**src/hdl/msel_pkg.sv**
```systemverilog
// constants, register map and carrier types for input conditioning and multispeed select
package msel_pkg;
    localparam int NTERM = 8;
    localparam int NSLOT = 16;
    localparam logic [7:0] FN_BIN0 = 8'h02;
    localparam logic [7:0] FN_RESET = 8'h12;
    localparam logic [7:0] FN_SF1 = 8'h20;
    localparam logic [7:0] FN_GP1 = 8'h38;
    localparam logic [7:0] FN_POS1 = 8'h42;
    localparam logic [7:0] FN_HOME_LIM = 8'h45;
    localparam logic [7:0] FN_HOME_TRIG = 8'h46;
    localparam logic [7:0] FN_FWD_INH = 8'h47;
    localparam logic [7:0] FN_REV_INH = 8'h48;
    localparam logic [7:0] FN_SPD_POS = 8'h49;
    localparam logic [7:0] FN_CNT = 8'h4A;
    localparam logic [7:0] FN_CNT_CLR = 8'h4B;
    localparam logic [7:0] FN_UNASSIGNED = 8'hFF;
    localparam logic [1:0] POL_NO = 2'h0;
    localparam logic [1:0] POL_NC = 2'h1;
    localparam logic [1:0] SCHEME_BINARY = 2'h0;
    localparam logic [1:0] SCHEME_BIT = 2'h1;
    // register byte offsets
    localparam logic [11:0] OFS_ASSIGN = 12'h000;
    localparam logic [11:0] OFS_POLARITY = 12'h020;
    localparam logic [11:0] OFS_MODE = 12'h024;
    localparam logic [11:0] OFS_SETTLE = 12'h028;
    localparam logic [11:0] OFS_START = 12'h02C;
    localparam logic [11:0] OFS_MAXF = 12'h030;
    localparam logic [11:0] OFS_STATUS = 12'h034;
    localparam logic [11:0] OFS_SLOT = 12'h040;
    // mode and polarity register fields, maximum frequency reset value
    localparam int MODE_SCHEME_LSB = 0;
    localparam int MODE_SRC_BIT = 2;
    localparam int MODE_REV_BIT = 3;
    localparam int FWD_POL_LSB = 16;
    localparam logic [15:0] MAXF_RESET = 16'hFFFF;
    typedef struct packed {
        logic [7:0] user_program_inputs;
        logic counter_count_input;
        logic counter_clear_input;
        logic [2:0] position_preset_sel;
        logic homing_limit_input;
        logic homing_trigger_input;
        logic forward_drive_inhibit;
        logic reverse_drive_inhibit;
        logic speed_position_switch;
        logic drive_reset_input;
        logic forward_run_input;
    } drive_func_s;
endpackage

```
**src/hdl/term_cond.sv**
```systemverilog
// input synchroniser and contact sense conditioning for nine terminals
`timescale 1ns/10ps
module term_cond (
    // clock and reset
    input wire logic pclk,
    input wire logic presetn,
    // raw contacts, bit 8 is the forward terminal
    input wire logic [8:0] raw,
    input wire logic [8:0] nc_sel,
    input wire logic [8:0] force_no,
    // conditioned levels
    output logic [8:0] active
);
    logic [8:0] s1_r;
    logic [8:0] s2_r;
    logic [8:0] invert;

    assign invert = nc_sel & ~force_no;

    always_ff @(posedge pclk or negedge presetn) begin
        if (!presetn) begin
            s1_r <= '0;
            s2_r <= '0;
        end else begin
            s1_r <= raw;
            s2_r <= s1_r;
        end
    end

    always_ff @(posedge pclk or negedge presetn) begin
        if (!presetn) begin
            active <= '0;
        end else begin
            active <= s2_r ^ invert;
        end
    end

    sense_invert_a: assert property (@(posedge pclk) disable iff (!presetn)
        $past(presetn, 3) |-> active == ($past(raw, 3) ^ $past(invert, 1)))
        else $error("conditioned level does not follow contact and sense");
    reset_no_a: assert property (@(posedge pclk) disable iff (!presetn)
        ($past(force_no, 1) != 9'h000) && $past(presetn, 3)
        |-> ((active ^ $past(raw, 3)) & $past(force_no, 1)) == 9'h000)
        else $error("reset terminal sensed as normally closed");
endmodule

```
**src/hdl/settle_filter.sv**
```systemverilog
// stability filter that accepts a binary speed index after a quiet delay
`timescale 1ns/10ps
module settle_filter (
    // clock and reset
    input wire logic pclk,
    input wire logic presetn,
    // sampled index and delay in clock cycles
    input wire logic [3:0] sel,
    input wire logic [15:0] delay,
    // accepted index
    output logic [3:0] settled
);
    logic [3:0] prev_r;
    logic [15:0] cnt_r;

    always_ff @(posedge pclk or negedge presetn) begin
        if (!presetn) begin
            prev_r <= '0;
            cnt_r <= '0;
        end else if (sel != prev_r) begin
            prev_r <= sel;
            cnt_r <= '0;
        end else if (cnt_r < delay) begin
            cnt_r <= cnt_r + 16'h0001;
        end
    end

    always_ff @(posedge pclk or negedge presetn) begin
        if (!presetn) begin
            settled <= '0;
        end else if (sel == prev_r && cnt_r >= delay) begin
            settled <= prev_r;
        end
    end

    restart_count_a: assert property (@(posedge pclk) disable iff (!presetn)
        sel != prev_r |=> cnt_r == 16'h0000)
        else $error("delay count not restarted on input change");
    settle_only_a: assert property (@(posedge pclk) disable iff (!presetn)
        settled != $past(settled) |-> $past(cnt_r >= delay && sel == prev_r))
        else $error("index accepted before the delay ran out");
endmodule

```
**src/hdl/msel_core.sv**
```systemverilog
// terminal function assignment, polarity, multispeed select and apb registers
//
// The placing of the registers and the APB interface to the registers were left to the implementer.
`timescale 1ns/10ps
// Summary of operation
// - each programmable terminal has own sense: 00 closed true, 01 open true
// - forward terminal has its own independent sense with the same encoding
// - terminal carrying the reset function is always sensed normally open
// - scheme select 00 picks binary sixteen speeds, 01 picks bit eight speeds
// - binary mode: four select inputs form index, first is lsb
// - binary speeds 1 to 15 output frequency of slots 1 to 15
// - speed 0 uses stored slot from panel, analog sum from terminal board
// - binary selection accepted only after inputs stay stable for the delay
// - bit mode: seven inputs pick speeds 1 to 7, lowest wins, none gives 0
// - bit speeds 1 to 7 output frequency of slots 1 to 7
// - slot writes accepted only if zero or within start to maximum
// - reversible terminal-board source reverses direction when sum below zero
// - codes 56 to 63 route terminals to user program inputs one to eight
// - codes 66 to 68 position select bits, 69 and 70 homing inputs
// - codes 71 and 72 drive stop inputs, 73 speed/position switch
// - a function lives on one terminal; reassignment unassigns earlier holders
module msel_core (
    // clock and reset
    input wire logic pclk,
    input wire logic presetn,
    // apb slave
    input wire logic psel,
    input wire logic penable,
    input wire logic pwrite,
    input wire logic [11:0] paddr,
    input wire logic [31:0] pwdata,
    output logic [31:0] prdata,
    output logic pready,
    output logic pslverr,
    // contacts: eight programmable terminals and forward terminal
    input wire logic [7:0] term_contact,
    input wire logic forward_contact,
    // analog commands, signed, in 0.01 Hz
    input wire logic signed [15:0] main_analog,
    input wire logic signed [15:0] aux_analog,
    // drive outputs
    output msel_pkg::drive_func_s drive_func,
    output logic [15:0] speed_frequency,
    output logic [3:0] speed_index,
    output logic direction_reverse
);
    import msel_pkg::*;

    logic [7:0] terminal_function_assign [NTERM];
    logic [15:0] preset_frequency_slots [NSLOT];
    logic [1:0] terminal_polarity_settings [NTERM];
    logic [1:0] forward_terminal_polarity;
    logic [1:0] multispeed_scheme_select;
    logic frequency_source_select;
    logic reversible_analog;
    logic [15:0] selection_settle_delay;
    logic [15:0] start_freq_r;
    logic [15:0] max_freq_r;
    logic reject_r;
    logic [8:0] nc_sel;
    logic [8:0] force_no;
    logic [8:0] active;
    logic [7:0] term_active;
    logic [3:0] bin_raw;
    logic [3:0] bin_settled;
    logic [6:0] sf_in;
    logic [3:0] idx_nxt;
    logic signed [16:0] analog_sum;
    logic [16:0] analog_mag;
    logic [15:0] freq_nxt;
    logic reverse_nxt;
    logic wr_en;
    logic rd_setup;
    logic [7:0] wr_code;
    logic slot_ok;
    logic [31:0] rdata_nxt;

    // level of the terminal that holds a function code
    function automatic logic func_level(input logic [7:0] code);
        logic hit;
        hit = 1'b0;
        for (int i = 0; i < NTERM; i++) begin
            if (terminal_function_assign[i] == code) begin
                hit = hit | term_active[i];
            end
        end
        return hit;
    endfunction

    function automatic logic is_assign(input logic [11:0] a);
        return a[11:5] == OFS_ASSIGN[11:5];
    endfunction

    function automatic logic is_slot(input logic [11:0] a);
        return a[11:6] == OFS_SLOT[11:6];
    endfunction

    function automatic logic addr_ok(input logic [11:0] a);
        return is_assign(a) || is_slot(a) || a == OFS_POLARITY || a == OFS_MODE ||
            a == OFS_SETTLE || a == OFS_START || a == OFS_MAXF || a == OFS_STATUS;
    endfunction

    // apb decode, zero wait states
    assign wr_en = psel && penable && pwrite && addr_ok(paddr);
    assign rd_setup = psel && !penable && !pwrite;
    assign pready = 1'b1;
    assign pslverr = psel && penable && !addr_ok(paddr);
    assign wr_code = pwdata[7:0];
    assign slot_ok = (pwdata[15:0] == 16'h0000) ||
        (pwdata[15:0] >= start_freq_r && pwdata[15:0] <= max_freq_r);

    // function assignment with single holder
    always_ff @(posedge pclk or negedge presetn) begin
        if (!presetn) begin
            for (int i = 0; i < NTERM; i++) begin
                terminal_function_assign[i] <= FN_UNASSIGNED;
            end
        end else if (wr_en && is_assign(paddr)) begin
            for (int i = 0; i < NTERM; i++) begin
                if (i == int'(paddr[4:2])) begin
                    terminal_function_assign[i] <= wr_code;
                end else if (terminal_function_assign[i] == wr_code) begin
                    terminal_function_assign[i] <= FN_UNASSIGNED;
                end
            end
        end
    end

    // frequency slots with range check
    always_ff @(posedge pclk or negedge presetn) begin
        if (!presetn) begin
            for (int i = 0; i < NSLOT; i++) begin
                preset_frequency_slots[i] <= 16'h0000;
            end
            reject_r <= 1'b0;
        end else if (wr_en && is_slot(paddr)) begin
            reject_r <= !slot_ok;
            if (slot_ok) begin
                preset_frequency_slots[paddr[5:2]] <= pwdata[15:0];
            end
        end
    end

    // polarity, mode and limits
    always_ff @(posedge pclk or negedge presetn) begin
        if (!presetn) begin
            for (int i = 0; i < NTERM; i++) begin
                terminal_polarity_settings[i] <= POL_NO;
            end
            forward_terminal_polarity <= POL_NO;
            multispeed_scheme_select <= SCHEME_BINARY;
            frequency_source_select <= 1'b0;
            reversible_analog <= 1'b0;
            selection_settle_delay <= 16'h0000;
            start_freq_r <= 16'h0000;
            max_freq_r <= MAXF_RESET;
        end else if (wr_en) begin
            if (paddr == OFS_POLARITY) begin
                for (int i = 0; i < NTERM; i++) begin
                    terminal_polarity_settings[i] <= pwdata[2*i +: 2];
                end
                forward_terminal_polarity <= pwdata[FWD_POL_LSB +: 2];
            end
            if (paddr == OFS_MODE) begin
                multispeed_scheme_select <= pwdata[MODE_SCHEME_LSB +: 2];
                frequency_source_select <= pwdata[MODE_SRC_BIT];
                reversible_analog <= pwdata[MODE_REV_BIT];
            end
            if (paddr == OFS_SETTLE) begin
                selection_settle_delay <= pwdata[15:0];
            end
            if (paddr == OFS_START) begin
                start_freq_r <= pwdata[15:0];
            end
            if (paddr == OFS_MAXF) begin
                max_freq_r <= pwdata[15:0];
            end
        end
    end

    // sense selection per terminal
    generate
        for (genvar g = 0; g < NTERM; g++) begin : g_sense
            assign nc_sel[g] = terminal_polarity_settings[g] == POL_NC;
            assign force_no[g] = terminal_function_assign[g] == FN_RESET;
        end
    endgenerate
    assign nc_sel[8] = forward_terminal_polarity == POL_NC;
    assign force_no[8] = 1'b0;

    term_cond term_cond_i (
        .pclk(pclk),
        .presetn(presetn),
        .raw({forward_contact, term_contact}),
        .nc_sel(nc_sel),
        .force_no(force_no),
        .active(active)
    );

    assign term_active = active[7:0];

    // process form, so that reads inside func_level wake it
    always_comb begin
        for (int i = 0; i < 4; i++) begin
            bin_raw[i] = func_level(FN_BIN0 + 8'(i));
        end
        for (int i = 0; i < 7; i++) begin
            sf_in[i] = func_level(FN_SF1 + 8'(i));
        end
    end

    settle_filter settle_filter_i (
        .pclk(pclk),
        .presetn(presetn),
        .sel(bin_raw),
        .delay(selection_settle_delay),
        .settled(bin_settled)
    );

    // speed index and frequency
    assign analog_sum = 17'(main_analog) + 17'(aux_analog);
    assign analog_mag = analog_sum[16] ? 17'(-analog_sum) : 17'(analog_sum);

    always_comb begin
        idx_nxt = 4'h0;
        case (multispeed_scheme_select)
            SCHEME_BINARY: idx_nxt = bin_settled;
            SCHEME_BIT: begin
                for (int i = 6; i >= 0; i--) begin
                    if (sf_in[i]) begin
                        idx_nxt = 4'(i + 1);
                    end
                end
            end
            default: idx_nxt = 4'h0;
        endcase
        if (idx_nxt != 4'h0) begin
            freq_nxt = preset_frequency_slots[idx_nxt];
        end else if (frequency_source_select) begin
            freq_nxt = analog_mag[16] ? 16'hFFFF : analog_mag[15:0];
        end else begin
            freq_nxt = preset_frequency_slots[0];
        end
        reverse_nxt = frequency_source_select && reversible_analog && analog_sum[16];
    end

    always_ff @(posedge pclk or negedge presetn) begin
        if (!presetn) begin
            speed_index <= 4'h0;
            speed_frequency <= 16'h0000;
            direction_reverse <= 1'b0;
        end else begin
            speed_index <= idx_nxt;
            speed_frequency <= freq_nxt;
            direction_reverse <= reverse_nxt;
        end
    end

    // function routing to drive
    always_ff @(posedge pclk or negedge presetn) begin
        if (!presetn) begin
            drive_func <= '0;
        end else begin
            for (int i = 0; i < NTERM; i++) begin
                drive_func.user_program_inputs[i] <= func_level(FN_GP1 + 8'(i));
            end
            for (int i = 0; i < 3; i++) begin
                drive_func.position_preset_sel[i] <= func_level(FN_POS1 + 8'(i));
            end
            drive_func.counter_count_input <= func_level(FN_CNT);
            drive_func.counter_clear_input <= func_level(FN_CNT_CLR);
            drive_func.homing_limit_input <= func_level(FN_HOME_LIM);
            drive_func.homing_trigger_input <= func_level(FN_HOME_TRIG);
            drive_func.forward_drive_inhibit <= func_level(FN_FWD_INH);
            drive_func.reverse_drive_inhibit <= func_level(FN_REV_INH);
            drive_func.speed_position_switch <= func_level(FN_SPD_POS);
            drive_func.drive_reset_input <= func_level(FN_RESET);
            drive_func.forward_run_input <= active[8];
        end
    end

    // read data captured in the setup cycle
    always_comb begin
        rdata_nxt = 32'h0000_0000;
        if (is_assign(paddr)) begin
            rdata_nxt[7:0] = terminal_function_assign[paddr[4:2]];
        end else if (is_slot(paddr)) begin
            rdata_nxt[15:0] = preset_frequency_slots[paddr[5:2]];
        end else begin
            case (paddr)
                OFS_POLARITY: begin
                    for (int i = 0; i < NTERM; i++) begin
                        rdata_nxt[2*i +: 2] = terminal_polarity_settings[i];
                    end
                    rdata_nxt[FWD_POL_LSB +: 2] = forward_terminal_polarity;
                end
                OFS_MODE: begin
                    rdata_nxt[MODE_SCHEME_LSB +: 2] = multispeed_scheme_select;
                    rdata_nxt[MODE_SRC_BIT] = frequency_source_select;
                    rdata_nxt[MODE_REV_BIT] = reversible_analog;
                end
                OFS_SETTLE: rdata_nxt[15:0] = selection_settle_delay;
                OFS_START: rdata_nxt[15:0] = start_freq_r;
                OFS_MAXF: rdata_nxt[15:0] = max_freq_r;
                OFS_STATUS: rdata_nxt = {direction_reverse, reject_r, 1'b0, active,
                    speed_index, speed_frequency};
                default: rdata_nxt = 32'h0000_0000;
            endcase
        end
    end

    always_ff @(posedge pclk or negedge presetn) begin
        if (!presetn) begin
            prdata <= 32'h0000_0000;
        end else if (rd_setup) begin
            prdata <= rdata_nxt;
        end
    end

    // checks
    single_holder_a: assert property (@(posedge pclk) disable iff (!presetn)
        wr_en && is_assign(paddr) && wr_code != FN_UNASSIGNED |=>
        terminal_function_assign[$past(paddr[4:2])] == $past(wr_code) &&
        terminal_function_assign[$past(paddr[4:2]) ^ 3'h1] != $past(wr_code))
        else $error("function left on more than one terminal");
    range_reject_a: assert property (@(posedge pclk) disable iff (!presetn)
        wr_en && is_slot(paddr) && !slot_ok |=>
        preset_frequency_slots[$past(paddr[5:2])] ==
        $past(preset_frequency_slots[paddr[5:2]]) && reject_r)
        else $error("out of range slot write was stored");
    binary_slot_a: assert property (@(posedge pclk) disable iff (!presetn)
        multispeed_scheme_select == SCHEME_BINARY && bin_settled != 4'h0 |=>
        speed_index == $past(bin_settled) &&
        speed_frequency == $past(preset_frequency_slots[bin_settled]))
        else $error("binary speed does not output its slot");
    bit_priority_a: assert property (@(posedge pclk) disable iff (!presetn)
        multispeed_scheme_select == SCHEME_BIT && sf_in[0] |=> speed_index == 4'h1)
        else $error("lowest select input did not win");
    panel_zero_a: assert property (@(posedge pclk) disable iff (!presetn)
        idx_nxt == 4'h0 && !frequency_source_select |=>
        speed_frequency == $past(preset_frequency_slots[0]))
        else $error("speed zero not taken from stored setting");
    reverse_dir_a: assert property (@(posedge pclk) disable iff (!presetn)
        ##1 direction_reverse == $past(frequency_source_select && reversible_analog &&
        (32'(main_analog) + 32'(aux_analog) < 0)))
        else $error("direction reversal does not follow analog sum");
    user_input_a: assert property (@(posedge pclk) disable iff (!presetn)
        terminal_function_assign[0] == FN_GP1 |=>
        drive_func.user_program_inputs[0] == $past(term_active[0]))
        else $error("user program input not routed");
endmodule

```
**config.mk**
```make
export PLATFORM = sky130hd
export DESIGN_NAME = msel_core
export DESIGN_NICKNAME = d
export VERILOG_FILES = /design/src/hdl/msel_pkg.sv /design/src/hdl/term_cond.sv /design/src/hdl/settle_filter.sv /design/src/hdl/msel_core.sv
export SDC_FILE = /design/constraint.sdc
export NUM_CORES = 1
export LEC_CHECK = 0
export BUFFER_PORTS_ARGS = -buffer_cell sky130_fd_sc_hd__buf_2
export CORE_MARGIN = 2
export CORE_UTILIZATION = 50
export CTS_CLUSTER_DIAMETER = 120
export DETAILED_ROUTE_END_ITERATION = 10
export MAX_ROUTING_LAYER = met4
export PLACE_DENSITY = 0.79
export REMOVE_ABC_BUFFERS = 1
export SYNTH_ARGS = -nofsm -noshare
export SYNTH_HDL_FRONTEND = slang
export SYNTH_SLANG_ARGS = --single-unit
```
**constraint.sdc**
```tcl
create_clock -name pclk -period 7.4 [get_ports pclk]
set_clock_uncertainty 0.1 [all_clocks]
set_input_delay 1.48 -clock pclk [delete_from_list [all_inputs] [get_ports pclk]]
set_output_delay 1.48 -clock pclk [all_outputs]
set_load 0.005 [all_outputs]
```
==> results.py <==
metrics = {
    "grt": {
        "grt_pass1_wl_um": 163000,
        "grt_pass1_vias": 24827,
        "antenna_found_initial": 3,
        "grt_max_degree": 196,
        "grt_use_total_pct": 35.8,
        "grt-ovfl-total": 0,
    },
    "place": {
        "placed_cells": 3510,
        "place_congestion": 1.04,
        "hpwl_um": 76800,
        "io_buffers": 148,
        "place_area_um2": 31700,
    },
    "synthesis": {
        "ys_ff_latch": 514,
        "synth_ff_type": "dfrtp_1",
        "synth_seq_area_share_pct": 42.6,
        "async_flop_share_pct": 100,
        "avgSynthCellArea_um2": 11.1,
        "ys_types": 93,
        "yosysWarnings": 0,
        "syn_area_um2": 30400,
        "synth-edff-count": 0,
        "netlist_instances": 2746,
    },
    "setup_path": {
        "critPathLaunch": "terminal_function_assign[17]",
        "cp_max_fo": 11,
        "r2r-end": "speed_frequency[15]",
        "critical-path-slowest-cell": "dfstp_2",
        "r2r_slack_ns": 2.15,
        "cp.buffers_inverters": 2,
        "cp-start-kind": "flip-flop",
        "cpMostUsedCell": "nand2_1",
        "critPathCaptureType": "flip-flop",
        "cp_top_family": "simple AND/OR/NAND/NOR gates",
        "cp_data_required_time_ns": 7.77,
        "worstPathCellList": "nor2b_1, buf_4, nand2_1, o22a_1, o211ai_1, nor4b_1, a32oi_1, or2_2, clkinv_1, nand2_1, o22ai_1, a211oi_1",
        "critPathMaxStageDelay_ns": 0.81,
        "arrival_ns": 5.62,
        "path_class": "reg -> reg",
        "worstRegToRegCells": 12,
        "r2r_start": "terminal_function_assign[17]",
    },
    "run_status": {
        "outcome": "finished, final reports clean",
    },
    "drt": {
        "viasPerCell": 6.92,
        "route.detailed.drc": 0,
        "antenna_left": 0,
        "drt_first_pass_iters": 6,
        "via_count": 25032,
        "wl_per_cell_um": 30.5,
        "drtIter0Drc": 2637,
        "wl_um": 110000,
    },
    "cts": {
        "cts_inserted_buffers": 55,
        "root_buffer": "clkbuf_16",
        "postCtsSetupBuffers": 0,
        "htreeDepth": 2,
        "clockBufferDepth": 3,
        "clk_latency_ns": 0.65,
        "ctsHoldBuffers": 0,
        "cts-resized-gates": 0,
        "tritoncts": "done",
        "clock_sinks": 514,
        "clkTransAtPathRegs_ns": 0.07,
    },
    "flow_run": {
        "drv_cap": 0,
    },
    "power": {
        "switching_share_pct": 26.5,
        "p_clk_share_pct": 45.4,
        "pwr-share-seq_pct": 44.8,
        "p_sw_mw": 1.77,
        "internal_power_mw": 4.92,
        "p_per_area_nw_per_um2": 199,
        "ir_worst_vdd_uv": 169,
        "power_frac_comb_pct": 9.7,
        "cellLeakagePower_nw": 15.3,
    },
    "timing": {
        "rsz0062_at_grt": "false",
        "hold_viol": 0,
        "setup_tns_ns": 0,
        "tightest_slew_ns": 1.25,
        "max_slew_margin_pct": 16.1,
        "fin_crit_sh_pct": 71.0,
        "fin_crit_ns": 5.25,
        "fmax_mhz": 190,
        "whs_ns": 0.246,
        "finalMaxSlewViolations": 0,
        "setup_viol_count_final": 0,
    },
    "finish": {
        "final_cell_count_no_fill": 3617,
        "layout-drive-gt1-share_pct": 28.7,
        "design_area_um2": 33700,
        "layout.nets": 2942,
        "areaGrowthSynthToFinish_pct": 10.7,
    },
    "hold_path": {
        "worstHoldEndpoint": "term_cond_i.s2_r[8]",
        "min_path_cells": 0,
        "worst_hold_path_type": "reg -> reg",
        "hold_path.startpoint": "term_cond_i.s1_r[8]",
    },
    "floorplan": {
        "std_cell_rows": 90,
        "die_area_um2": 62800,
        "die_w_um": 251,
        "die_h_um": 251,
        "ios": 165,
        "initial_core_util_pct": 50.5,
        "core_um2": 60200,
    },
}
-- power groups by stage --
stage | Sequential (mW) | Combinational, mW | Clock [mW]
final | 3.00 | 0.652 | 3.04
after global routing | 3.00 | 0.705 | 3.18
after CTS | 2.99 | 0.645 | 3.06
after detailed placement | 3.04 | 0.641 | 0
after global placement | 3.04 | 0.618 | 0
after floorplan | 2.98 | 0.304 | 0
-- cells in the mapped netlist, drive strengths merged (9+ instances only) --
library cell | number | area [µm²]
a211oi | 16 | 125
nor3b | 14 | 110
a222oi | 22 | 220
nand2b | 25 | 156
mux2i | 132 | 1320
nor4b | 15 | 184
nand3 | 108 | 541
a221oi | 28 | 245
nand2 | 178 | 676
or2 | 9 | 56.3
a22oi | 12 | 90.1
nand4 | 24 | 150
xor2 | 82 | 718
o22a | 65 | 569
ha | 66 | 826
and3 | 25 | 156
a21oi | 46 | 234
nor4 | 48 | 307
clkbuf | 133 | 502
buf | 90 | 497
o22ai | 45 | 282
o21a | 12 | 90.1
o211ai | 17 | 128
xnor2 | 36 | 315
nor2b | 35 | 226
o21ai | 86 | 438
dfrtp | 434 | 10900
nor2 | 149 | 559
mux2 | 286 | 3220
o221ai | 16 | 140
mux4 | 102 | 2300
nor3 | 36 | 190
o2111ai | 9 | 78.8
a31oi | 28 | 181
inv | 74 | 283
nand3b | 17 | 128
a21o | 21 | 158
dfstp | 80 | 2100
and2 | 10 | 62.6
a22o | 16 | 140
-- metal layers --
layer | up-vias | routed length [µm] | track usage [%]
met3 | 480 | 10100 | 7.10
met1 | 12579 | 40800 | 43.2
li1 | 10386 | - | -
met5 | - | 0 | -
met4 | 0 | 8930 | 24.1
met2 | 1587 | 50400 | 54.8
-- cell type report --
| class | instances | area, µm² |
|---|---|---|
| diodes | 3 | 7.51 |
| clock buffers | 76 | 1600 |
| clock inverters | 28 | 408 |
| fillers | 4877 | 26600 |
| inverters | 75 | 287 |
| multi-input cells | 1934 | 16200 |
| flip-flops and latches | 514 | 13000 |
| well taps | 782 | 978 |
| repair buffers | 205 | 1210 |
-- kinds of logic after synthesis --
| family | synth area share, % |
|---|---|
| xor+xnor | 3.40 |
| flops | 42.6 |
| mux | 22.5 |
| buf+inv | 4.23 |
| compound gates | 11.9 |
| fa+ha+maj | 2.78 |
| simple gates | 12.6 |
| other cells | 0.0247 |
-- state kept, by name, summed over array words and instances (netlist names), 16 cells and up --
register,flops
preset_frequency_slots,256
settle_filter_i.cnt_r,16
terminal_polarity_settings,16
terminal_function_assign,64
selection_settle_delay,16
speed_frequency,16
start_freq_r,16
max_freq_r,16
drive_func,20
prdata,31
-- cell usage in the layout (no fill, tap or decap), types with 21 or more instances in the layout --
| master | Yosys | layout |
|---|---|---|
| o22ai_1 | 45 | 45 |
| nand2b_1 | 25 | 25 |
| dfstp_2 | 80 | 80 |
| a21o_1 | 21 | 21 |
| xor2_1 | 82 | 82 |
| dfrtp_1 | 434 | 434 |
| ha_1 | 66 | 66 |
| a31oi_1 | 27 | 27 |
| and3_1 | 25 | 25 |
| a21oi_1 | 45 | 45 |
| nor2b_1 | 34 | 34 |
| mux4_2 | 102 | 102 |
| inv_1 | 71 | 71 |
| o21ai_0 | 81 | 80 |
| a221oi_1 | 28 | 28 |
| buf_4 | 12 | 56 |
| mux2_2 | 286 | 286 |
| clkbuf_16 | 0 | 56 |
| nand3_1 | 108 | 108 |
| nor4_1 | 47 | 47 |
| nor2_1 | 149 | 146 |
| mux2i_1 | 132 | 132 |
| nand2_1 | 177 | 177 |
| nor3_1 | 34 | 31 |
| buf_2 | 54 | 145 |
| nand4_1 | 24 | 24 |
| xnor2_1 | 36 | 36 |
| o22a_1 | 65 | 65 |
| a222oi_1 | 22 | 22 |
-- worst max-delay path by stage --
stage / cells past startpoint / end
after floorplan: 11 / speed_frequency[12]
after global placement: 10 / terminal_function_assign[23]
after detailed placement: 10 / terminal_function_assign[21]
after CTS: 12 / speed_frequency[15]
after global routing: 10 / terminal_function_assign[21]
final: 12 / speed_frequency[15]
-- per-stage QoR --
| stage | worst slack, ns | util [%] | total power, mW |
|---|---|---|---|
| after global routing | 2.21 | 55.9 | 6.88 |
| final | 2.15 | 55.9 | 6.69 |
| after global placement | 1.99 | 52.5 | 3.65 |
| after CTS | 2.42 | 55.9 | 6.70 |
| after detailed placement | 1.89 | 52.5 | 3.68 |
| after floorplan | 1.45 | - | 3.29 |
Power figures use the tool's default switching activity.
